--- config.mk ---
export PLATFORM = sky130hd
export DESIGN_NAME = fbpwm_top
export DESIGN_NICKNAME = d
export VERILOG_FILES = /design/src/pkg/fbpwm_pkg.sv /design/src/design/fbpwm_timebase.sv /design/src/design/fbpwm_steer.sv /design/src/design/fbpwm_top.sv
export SDC_FILE = /design/constraint.sdc
export NUM_CORES = 1
export LEC_CHECK = 0
export BUFFER_PORTS_ARGS = -buffer_cell sky130_fd_sc_hd__buf_4
export CORE_UTILIZATION = 39
export DETAILED_ROUTE_END_ITERATION = 10
export PLACE_DENSITY = 0.67
export SETUP_SLACK_MARGIN = 0.05
export SLEW_MARGIN = 15
export SYNTH_ARGS = -nofsm -noshare
export SYNTH_HDL_FRONTEND = slang
export SYNTH_SLANG_ARGS = --single-unit
--- constraint.sdc ---
create_clock -name clk_i -period 6.25 [get_ports clk_i]
set_clock_uncertainty 0.15 [all_clocks]
set_input_delay 0 -clock clk_i [delete_from_list [all_inputs] [get_ports clk_i]]
set_output_delay 0 -clock clk_i [all_outputs]
set_load 0.01 [all_outputs]
--- src/pkg/fbpwm_pkg.sv ---
package fbpwm_pkg;

    // ------------------------------------------------------------------
    // Register map (word byte addresses)
    // ------------------------------------------------------------------
    localparam logic [3:0] ADDR_CONTROL   = 4'h0;
    localparam logic [3:0] ADDR_DUTY      = 4'h4;
    localparam logic [3:0] ADDR_PERIOD    = 4'h8;
    localparam logic [3:0] ADDR_DIRECTION = 4'hC;
    localparam int         ADDR_W         = 4;
    localparam int         DATA_W         = 32;

    // ------------------------------------------------------------------
    // Control register fields
    // ------------------------------------------------------------------
    localparam int CTRL_CFG_HI   = 7;
    localparam int CTRL_CFG_LO   = 6;
    localparam int CTRL_LSB_HI   = 5;
    localparam int CTRL_LSB_LO   = 4;
    localparam int CTRL_MODE_HI  = 3;
    localparam int CTRL_MODE_LO  = 0;

    localparam logic [1:0] CFG_SINGLE  = 2'h0;
    localparam logic [1:0] CFG_FWD     = 2'h1;
    localparam logic [1:0] CFG_HALF    = 2'h2;
    localparam logic [1:0] CFG_REV     = 2'h3;

    // Mode bits 3:2 = 11 selects PWM; bits 1:0 select polarity of A/C and B/D.
    localparam logic [1:0] MODE_PWM    = 2'h3;
    localparam int         POL_AC_BIT  = 1;
    localparam int         POL_BD_BIT  = 0;

    localparam logic [7:0] CONTROL_RST   = 8'h00;
    localparam logic [7:0] DUTY_RST      = 8'h00;
    localparam logic [7:0] PERIOD_RST    = 8'hFF;
    localparam logic [3:0] DIRECTION_RST = 4'hF;
    localparam int         DUTY_W        = 10;

    // ------------------------------------------------------------------
    // Types
    // ------------------------------------------------------------------
    typedef struct packed {
        logic              wr;
        logic              rd;
        logic [ADDR_W-1:0] addr;
        logic [DATA_W-1:0] wdata;
    } fbpwm_bus_t;

    // Four bridge pins, index 0..3 = A..D.
    typedef struct packed {
        logic [3:0] out;
        logic [3:0] oe;
    } fbpwm_pins_t;

endpackage

--- src/design/fbpwm_timebase.sv ---
`timescale 1ns/100ps
module fbpwm_timebase
    import fbpwm_pkg::*;
(
    input  wire logic              clk_i,
    input  wire logic              sys_rst_i,
    input  wire logic [7:0]        period_i,
    input  wire logic [DUTY_W-1:0] duty_i,
    output logic                   pwm_o,
    output logic                   cycle_start_o
);

    // ------------------------------------------------------------------
    // Ten-bit counter: period register plus two fine bits.
    // ------------------------------------------------------------------
    logic [DUTY_W-1:0] cnt_reg;
    logic [DUTY_W-1:0] duty_reg;
    logic              wrap;

    assign wrap          = (cnt_reg == {period_i, 2'h3});
    assign cycle_start_o = wrap;

    always_ff @(posedge clk_i) begin
        if (sys_rst_i) begin
            cnt_reg <= '0;
        end else if (wrap) begin
            cnt_reg <= '0;
        end else begin
            cnt_reg <= cnt_reg + 10'h001;
        end
    end

    // Duty is latched at period end so a write never makes a glitch pulse.
    always_ff @(posedge clk_i) begin
        if (sys_rst_i) begin
            duty_reg <= '0;
        end else if (wrap) begin
            duty_reg <= duty_i;
        end
    end

    // High time grows linearly with the duty value.
    always_ff @(posedge clk_i) begin
        if (sys_rst_i) begin
            pwm_o <= 1'b0;
        end else begin
            pwm_o <= wrap ? (duty_i != '0) : ((cnt_reg + 10'h001) < duty_reg);
        end
    end

endmodule

--- src/design/fbpwm_steer.sv ---
`timescale 1ns/100ps
module fbpwm_steer
    import fbpwm_pkg::*;
(
    input  wire logic [1:0] cfg_i,
    input  wire logic [3:0] mode_i,
    input  wire logic [3:0] dir_in_i,
    input  wire logic       pwm_i,
    output fbpwm_pins_t     pins_o
);

    logic pol_ac;
    logic pol_bd;
    logic pwm_on;
    logic [3:0] lvl;
    logic [3:0] want;

    assign pwm_on = (mode_i[3:2] == MODE_PWM);
    assign pol_ac = mode_i[POL_AC_BIT];
    assign pol_bd = mode_i[POL_BD_BIT];

    always_comb begin
        lvl  = 4'h0;
        want = 4'h0;
        if (pwm_on) begin
            unique case (cfg_i)
                CFG_FWD: begin
                    lvl  = {pwm_i, 1'b0, 1'b0, 1'b1};
                    want = 4'b1001;
                end
                CFG_REV: begin
                    lvl  = {1'b0, 1'b1, pwm_i, 1'b0};
                    want = 4'b0110;
                end
                CFG_HALF: begin
                    lvl  = {2'b00, ~pwm_i, pwm_i};
                    want = 4'b0011;
                end
                CFG_SINGLE: begin
                    lvl  = {3'b000, pwm_i};
                    want = 4'b0001;
                end
            endcase
        end
    end

    assign pins_o.out = lvl ^ {pol_bd, pol_ac, pol_bd, pol_ac};
    assign pins_o.oe  = want & ~dir_in_i;

endmodule

--- src/design/fbpwm_top.sv ---
`timescale 1ns/100ps
// Functional notes
// - Forward full bridge holds A high, modulates D, leaves B and C undriven.
// - Reverse full bridge holds C high, modulates B, leaves A and D undriven.
// - An undriven bridge output is a pin set as input, its enable low.
// - Control bits 7:6 pick the output setup; pins C and D are unit outputs only in bridge modes.
// - Control bits 3:0 pick PWM mode and polarity; the motor setting is all active high.
// - The modulated high time rises in proportion to the ten-bit duty value.
// - A pin marked input by the direction register shows no waveform while the PWM runs on.
// - Duty has ten bits: the duty register above control bits 5:4.
// - The A/C pair and the B/D pair each choose active high or low on their own.
module fbpwm_top
    import fbpwm_pkg::*;
(
    input  wire logic              clk_i,
    input  wire logic              sys_rst_i,
    input  wire logic [ADDR_W-1:0] addr_i,
    input  wire logic [DATA_W-1:0] wdata_i,
    input  wire logic              wr_i,
    input  wire logic              rd_i,
    output logic      [DATA_W-1:0] rdata_o,
    output logic      [3:0]        bridge_out_o,
    output logic      [3:0]        bridge_oe_o,
    output logic                   pwm_level_o
);

    // ------------------------------------------------------------------
    // Register file
    // ------------------------------------------------------------------
    fbpwm_bus_t  bus;
    logic [7:0]  pwm_unit_control_reg;
    logic [7:0]  duty_upper_byte_reg;
    logic [7:0]  period_reg;
    logic [3:0]  pin_direction_reg;
    logic [DUTY_W-1:0] duty;
    logic        pwm;
    logic        cycle_start;
    fbpwm_pins_t pins;

    assign bus = '{wr: wr_i, rd: rd_i, addr: addr_i, wdata: wdata_i};

    always_ff @(posedge clk_i) begin
        if (sys_rst_i) begin
            pwm_unit_control_reg <= CONTROL_RST;
        end else if (bus.wr && bus.addr == ADDR_CONTROL) begin
            pwm_unit_control_reg <= bus.wdata[7:0];
        end
    end

    always_ff @(posedge clk_i) begin
        if (sys_rst_i) begin
            duty_upper_byte_reg <= DUTY_RST;
        end else if (bus.wr && bus.addr == ADDR_DUTY) begin
            duty_upper_byte_reg <= bus.wdata[7:0];
        end
    end

    always_ff @(posedge clk_i) begin
        if (sys_rst_i) begin
            period_reg <= PERIOD_RST;
        end else if (bus.wr && bus.addr == ADDR_PERIOD) begin
            period_reg <= bus.wdata[7:0];
        end
    end

    always_ff @(posedge clk_i) begin
        if (sys_rst_i) begin
            pin_direction_reg <= DIRECTION_RST;
        end else if (bus.wr && bus.addr == ADDR_DIRECTION) begin
            pin_direction_reg <= bus.wdata[3:0];
        end
    end

    // Read data stand one cycle after the strobe; unmapped reads give zero.
    always_ff @(posedge clk_i) begin
        if (sys_rst_i) begin
            rdata_o <= '0;
        end else if (bus.rd) begin
            unique case (bus.addr)
                ADDR_CONTROL:   rdata_o <= {24'h000000, pwm_unit_control_reg};
                ADDR_DUTY:      rdata_o <= {24'h000000, duty_upper_byte_reg};
                ADDR_PERIOD:    rdata_o <= {24'h000000, period_reg};
                ADDR_DIRECTION: rdata_o <= {27'h0000000, pwm, pin_direction_reg};
                default:        rdata_o <= '0;
            endcase
        end else begin
            rdata_o <= '0;
        end
    end

    // ------------------------------------------------------------------
    // PWM and steering
    // ------------------------------------------------------------------
    // ten-bit duty
    assign duty = {duty_upper_byte_reg, pwm_unit_control_reg[CTRL_LSB_HI:CTRL_LSB_LO]};

    fbpwm_timebase u_timebase (
        .clk_i         (clk_i),
        .sys_rst_i     (sys_rst_i),
        .period_i      (period_reg),
        .duty_i        (duty),
        .pwm_o         (pwm),
        .cycle_start_o (cycle_start)
    );

    fbpwm_steer u_steer (
        .cfg_i    (pwm_unit_control_reg[CTRL_CFG_HI:CTRL_CFG_LO]),
        .mode_i   (pwm_unit_control_reg[CTRL_MODE_HI:CTRL_MODE_LO]),
        .dir_in_i (pin_direction_reg),
        .pwm_i    (pwm),
        .pins_o   (pins)
    );

    assign bridge_out_o = pins.out;
    assign bridge_oe_o  = pins.oe;
    assign pwm_level_o  = pwm;

    // ------------------------------------------------------------------
    // Checks
    // ------------------------------------------------------------------
    logic fwd_active;
    logic rev_active;
    logic all_hi;
    assign all_hi     = pwm_unit_control_reg[CTRL_MODE_HI:CTRL_MODE_LO] == 4'hC;
    assign fwd_active = all_hi && pwm_unit_control_reg[CTRL_CFG_HI:CTRL_CFG_LO] == CFG_FWD;
    assign rev_active = all_hi && pwm_unit_control_reg[CTRL_CFG_HI:CTRL_CFG_LO] == CFG_REV;

    a_fwd_a_high: assert property (@(posedge clk_i) disable iff (sys_rst_i)
        fwd_active && !pin_direction_reg[0] |-> bridge_out_o[0] && bridge_oe_o[0])
        else $error("forward: output A not held high");

    a_fwd_d_mod: assert property (@(posedge clk_i) disable iff (sys_rst_i)
        fwd_active && !pin_direction_reg[3] |-> bridge_out_o[3] == pwm && bridge_oe_o[3])
        else $error("forward: output D not modulated");

    a_fwd_bc_off: assert property (@(posedge clk_i) disable iff (sys_rst_i)
        fwd_active |-> bridge_oe_o[2:1] == 2'b00)
        else $error("forward: B or C driven");

    a_rev_c_high: assert property (@(posedge clk_i) disable iff (sys_rst_i)
        rev_active && !pin_direction_reg[2] |-> bridge_out_o[2] && bridge_oe_o[2]
        && bridge_out_o[1] == pwm && bridge_oe_o[0] == 1'b0 && bridge_oe_o[3] == 1'b0)
        else $error("reverse: steering wrong");

    a_non_bridge_cd: assert property (@(posedge clk_i) disable iff (sys_rst_i)
        pwm_unit_control_reg[CTRL_CFG_LO] == 1'b0 |-> bridge_oe_o[3:2] == 2'b00)
        else $error("C or D driven outside bridge modes");

    a_dir_gates_pin: assert property (@(posedge clk_i) disable iff (sys_rst_i)
        (bridge_oe_o & pin_direction_reg) == 4'h0)
        else $error("pin marked input is driven");

    a_pol_invert: assert property (@(posedge clk_i) disable iff (sys_rst_i)
        pwm_unit_control_reg[3:0] == 4'hD && fwd_active == 1'b0
        && pwm_unit_control_reg[7:6] == CFG_FWD |-> bridge_out_o[3] == ~pwm)
        else $error("B/D polarity not inverted");

    a_zero_duty: assert property (@(posedge clk_i) disable iff (sys_rst_i)
        cycle_start && duty == '0 |=> !pwm)
        else $error("zero duty gives high time");

    a_duty_high: assert property (@(posedge clk_i) disable iff (sys_rst_i)
        cycle_start && duty == 10'h001 && $stable(duty) |=> pwm ##1 !pwm)
        else $error("one-count duty wrong width");

    c_forward: cover property (@(posedge clk_i) fwd_active && bridge_out_o[3]);
    c_reverse: cover property (@(posedge clk_i) rev_active && bridge_out_o[1]);
    c_gated:   cover property (@(posedge clk_i) fwd_active && pin_direction_reg[3] && pwm);

endmodule

After elaboration in Yosys (flattened, before gate mapping). Index checks and enable logic that the tools add are counted.

Register bits after elaboration: 81. Bits of input ports: 40. Output and inout bits: 41. Logic and storage cells: 38.

$add $sub $neg: 1. Magnitude comparators: 1. Eq/ne operators: 8. Mux-type cells: 6. Bitwise operators: 5. Reduce and logical (&&, ||, !) cells: 9.

Operators with widths (count): $pmux 4 s4 (2); $pmux 8 s4 (1); $add 10x1->10 const B (1); $eq 10x10->1 (1); $lt 10x10->1 (1); $reduce_bool 10->1 (1); $eq 4x4->1 const B (2); $mux 4 (2); $eq 2x2->1 const B (3); $and 4x4->4 (1); $eq 4x3->1 const B (1); $logic_and 1x1->1 (4); $logic_not 4->1 (1); $not 4->4 (1); $reduce_or 2->1 (2); $xor 4x4->4 (1); $eq 2x1->1 const B (1); $logic_not 2->1 (1); $not 1->1 (2); $mux 1 (1).

Logic depth before layout (Yosys ltp).
Depth in word-level cells: 4. Mapped depth: 9. Mapped depth without buffers: 9.

Cells and area by module. From an unflattened synthesis, not the netlist that was laid out.

Cells, all modules: 329. Area total of the unflattened synthesis: 3086.7 um^2.

Modules (own cells, without submodules): fbpwm_top (times used 1, cells each 186, area each 1799.2 um^2, sequential area each 720.7 um^2); fbpwm_timebase (times used 1, cells each 125, area each 1174.9 um^2, sequential area each 420.4 um^2); fbpwm_steer (times used 1, cells each 18, area each 112.6 um^2, sequential area each 0.0 um^2).

Least setup slack after synthesis. OpenSTA, ideal clock, no wires.

Kind: reg2reg. Start: reg u_timebase.cnt_reg[4]. End: reg u_timebase.pwm_o. Library setup time: 58 ps. Arrival time: 1870 ps. Data required time: 6042 ps. Path slack: 4172 ps. Cell stages (with the launch flop): 10. Buffers on the path: 0. Period minus slack after synthesis: 2078 ps. Cells stage by stage: dfxtp_1 and3_1 nand3_1 nor2_1 xor2_1 ha_1 a21o_1 a21o_1 a221oi_1 o21a_1.

Cells in the longest elaborated chain, start to end: 3. Elaborated cells between the ends (all ways): 4. Classes of those cells: add/sub: 1; order compare: 1; eq/ne: 1; mux: 1.

RTL lines: start, declared (line fbpwm_timebase.sv:16) `logic [DUTY_W-1:0] cnt_reg;`; start signal, assigned (line fbpwm_timebase.sv:29) `cnt_reg <= cnt_reg + 10'h001;`; $add 10x1->10 (line fbpwm_timebase.sv:47) `pwm_o <= wrap ? (duty_i != '0) : ((cnt_reg + 10'h001) < duty_reg);`; $lt 10x10->1 (line fbpwm_timebase.sv:47); $mux 1 (*) (line fbpwm_timebase.sv:47); end signal, assigned (line fbpwm_timebase.sv:47); end, declared (line fbpwm_timebase.sv:9) `output logic pwm_o,`.

Every way passes the cells marked *; elsewhere a longest branch is shown, timed or not. A chain may end at the register's enable or synchronous reset.

Final worst setup path. Ends and elaborated chain as after synthesis.

==> results.sh <==
export IMPL_status="completed"
export IMPL_slew_violations=0
export IMPL_first_pass_iters=5
export IMPL_drt_total_wl_um=6130
export IMPL_synth_edf_count=0
export IMPL_syn_to_final_growth_pct=17.0
export IMPL_die_h_um=88.1
export IMPL_critical_path_class="reg -> reg"
export IMPL_cp_start_kind="flop"
export IMPL_initialDrtViolationCount=115
export IMPL_finalHoldViolCount=0
export IMPL_cp_slowest_stage_delay_ns=0.43
export IMPL_drc_errors=0
export IMPL_nets=405
export IMPL_clockPowerShare_pct=40.0
export IMPL_die_w_um=88.1
export IMPL_placed_cells=431
export IMPL_ys_seq_elements=57
export IMPL_combinationalPowerShare_pct=9.1
export IMPL_min_period_ns=2.40
export IMPL_h_tree_depth=3
export IMPL_syn_inst=314
export IMPL_relSlewSlack_pct=50.6
export IMPL_tightestPinTransition_ns=0.739
export IMPL_fp_dieArea_um2=7760
export IMPL_powerDensity_nw_per_um2=219
export IMPL_crit_chain="and3_1 > nand3_1 > nor2_1 > xor2_1 > ha_1 > a21o_1 > a21o_1 > a221oi_1 > o21a_1"
export IMPL_post_route_util_pct=46.9
export IMPL_fmax_mhz=416
export IMPL_pre_cts_slack_ns=3.89
export IMPL_peakVddDrop_uv=92.8
export IMPL_core_area_um2=7210
export IMPL_viasPerCell=4.70
export IMPL_grt_pass1_wl_um=10100
export IMPL_cts_buffers_inserted=9
export IMPL_dp_hpwl_um=4420
export IMPL_endpoint_kind="flop"
export IMPL_overflow=0
export IMPL_cts_root_buf="clkbuf_8"
export IMPL_cap_viol_max_count=0
export IMPL_clk_pin_slew_worst_paths_ns=0.06
export IMPL_leakagePower_nw=1.47
export IMPL_start_util_pct=40.1
export IMPL_synth_cell_types=38
export IMPL_finalNonFillerCells=457
export IMPL_yosysWarnings=0
export IMPL_port_buffers=32
export IMPL_period_share_pct=38.4
export IMPL_insertion_delay_ns=0.33
export IMPL_grt_max_degree=42
export IMPL_drtAntennaViolNets=0
export IMPL_tritoncts="yes"
export IMPL_via_count=2146
export IMPL_layout_commonest_cell="dfxtp_1"
export IMPL_antenna_found_initial=0
export IMPL_ys_seq_area_share_pct=39.5
export IMPL_ys_flop_type="dfxtp_1"
export IMPL_ioPinCount=81
export IMPL_grt_total_usage_pct=17.3
export IMPL_n_fill_cell=707
export IMPL_routedWlPerCell_um=13.4
export IMPL_grt_setup_unrepaired="false"
export IMPL_setup_slack_ns=3.85
export IMPL_place_gp_congestion=0.824
export IMPL_grt_pass1_vias=2009
export IMPL_syn_area_per_cell_um2=9.21
export IMPL_crit_slowest_cell="dfxtp_1"
export IMPL_diodes=0
export IMPL_layout_common_cells="dfxtp_1, nor2_1, buf_4, mux2i_1, conb_1"
export IMPL_hold_class="in -> reg"
export IMPL_crit_arrival_ns=2.53
export IMPL_tns_ns=0
export IMPL_cts_sinks=57
export IMPL_syn_cell_area_um2=2890
export IMPL_crit_required_ns=6.38
export IMPL_async_flop_share_pct=0
export IMPL_power_frac_seq_pct=50.9
export IMPL_drive_gt1_share_pct=14.5
export IMPL_p_sw_uw=177
export IMPL_cp_max_fo=4
export IMPL_cts_buffer_depth=2
export IMPL_setup_viol=0
export IMPL_internal_power_uw=564
export IMPL_crit_top_cell="a21o_1"
export IMPL_row_count=31
export IMPL_swShare_pct=23.9
## Yosys cell counts (3+ instances only)
master / count / area share, %
xnor2_1: 14 / 4.2
buf_2: 5 / 0.87
nand4_1: 4 / 0.87
nor2_1: 47 / 6.1
nand3_1: 8 / 1.4
a211o_1: 4 / 1.2
buf_4: 24 / 6.2
clkbuf_1: 7 / 0.91
nand3b_1: 8 / 2.1
a21oi_1: 6 / 1.0
ha_1: 10 / 4.3
mux4_2: 5 / 3.9
nor2b_1: 14 / 3.0
xor2_1: 7 / 2.1
inv_1: 17 / 2.2
nor3_1: 3 / 0.52
nand2_1: 23 / 3.0
mux2i_1: 30 / 10
dfxtp_1: 57 / 39
## final timing paths
| check | endpoint | slack [ns] | start | depth (start not counted) |
|---|---|---|---|---|
| setup / recovery | u_timebase.pwm_o$_SDFF_PP0_ | 3.85 | u_timebase.cnt_reg[4]$_SDFF_PP0_ | 9 |
| hold / removal | rdata_o[0]$_SDFF_PP0_ | 0.04 | rd_i | 3 |
| setup reg to reg | u_timebase.pwm_o$_SDFF_PP0_ | 3.85 | u_timebase.cnt_reg[4]$_SDFF_PP0_ | 9 |
| hold reg to reg | u_timebase.cnt_reg[0]$_SDFF_PP0_ | 0.33 | u_timebase.cnt_reg[0]$_SDFF_PP0_ | 1 |
## layer usage
layer | track usage (%) | part of all wire [%] | vias to the layer above
li1 | - | - | 1082
met1 | 23.5 | 48 | 1000
met2 | 27.0 | 47 | 55
met3 | 2.92 | 3.4 | 9
met4 | 7.92 | 1.8 | 0
met5 | 0 | 0 | -
## metrics by stage
stage               hold WS, ns  total power, mW  cell area, um2
finish                   0.0371            0.742            3380
CTS                      0.0389            0.746            3380
floorplan               -0.0289            0.436            2980
global placement         0.0976            0.446            3100
global route             0.0782            0.773            3380
detailed placement        0.105            0.447            3100
## logic make-up after synthesis
logic type,count (synthesis),share of synthesized area [%]
fa+ha+maj,10,4.33
simple gates,119,20.7
mux,35,14.3
flops,57,39.5
buf+inv,54,10.6
xor+xnor,21,6.36
compound gates,17,4.11
other cells,1,0.130
## power by group through the flow
stage          registers [mW]  logic [mW]  clock network (mW)
3_5_place_dp            0.386      0.0616                   0
5_1_grt                 0.378      0.0754               0.319
2_1_floorplan           0.383      0.0535                   0
3_3_place_gp            0.385      0.0603                   0
6_report                0.378      0.0675               0.296
4_1_cts                 0.378      0.0676               0.301
## layout make-up
cell class / instances / area, um2 / area share [%]
Clock buffer: 14 / 163 / 4.81
Inverter: 17 / 63.8 / 1.89
Multi-Input combinational cell: 226 / 1530 / 45.2
Sequential cell: 57 / 1140 / 33.7
Tap cell: 99 / 124 / 3.66
Timing Repair Buffer: 44 / 360 / 10.7
## worst max-delay path, delay by kind of cell, from the launching register on
family,cells,cell delay (ns)
AO/OA/AOI/OAI,4,0.74
XOR/XNOR,1,0.25
adder cells (fa/ha/maj),1,0.29
flip-flops,1,0.43
AND/OR/NAND/NOR,3,0.49
## repair_timing
| action | CTS | global route |
|---|---|---|
| resized for setup | 0 | 0 |
| setup buffers | 0 | 0 |
| endpoints found under the hold margin | 46 | 0 |
| hold buffers | 12 | 0 |
(Power assumes the default switching activity.)
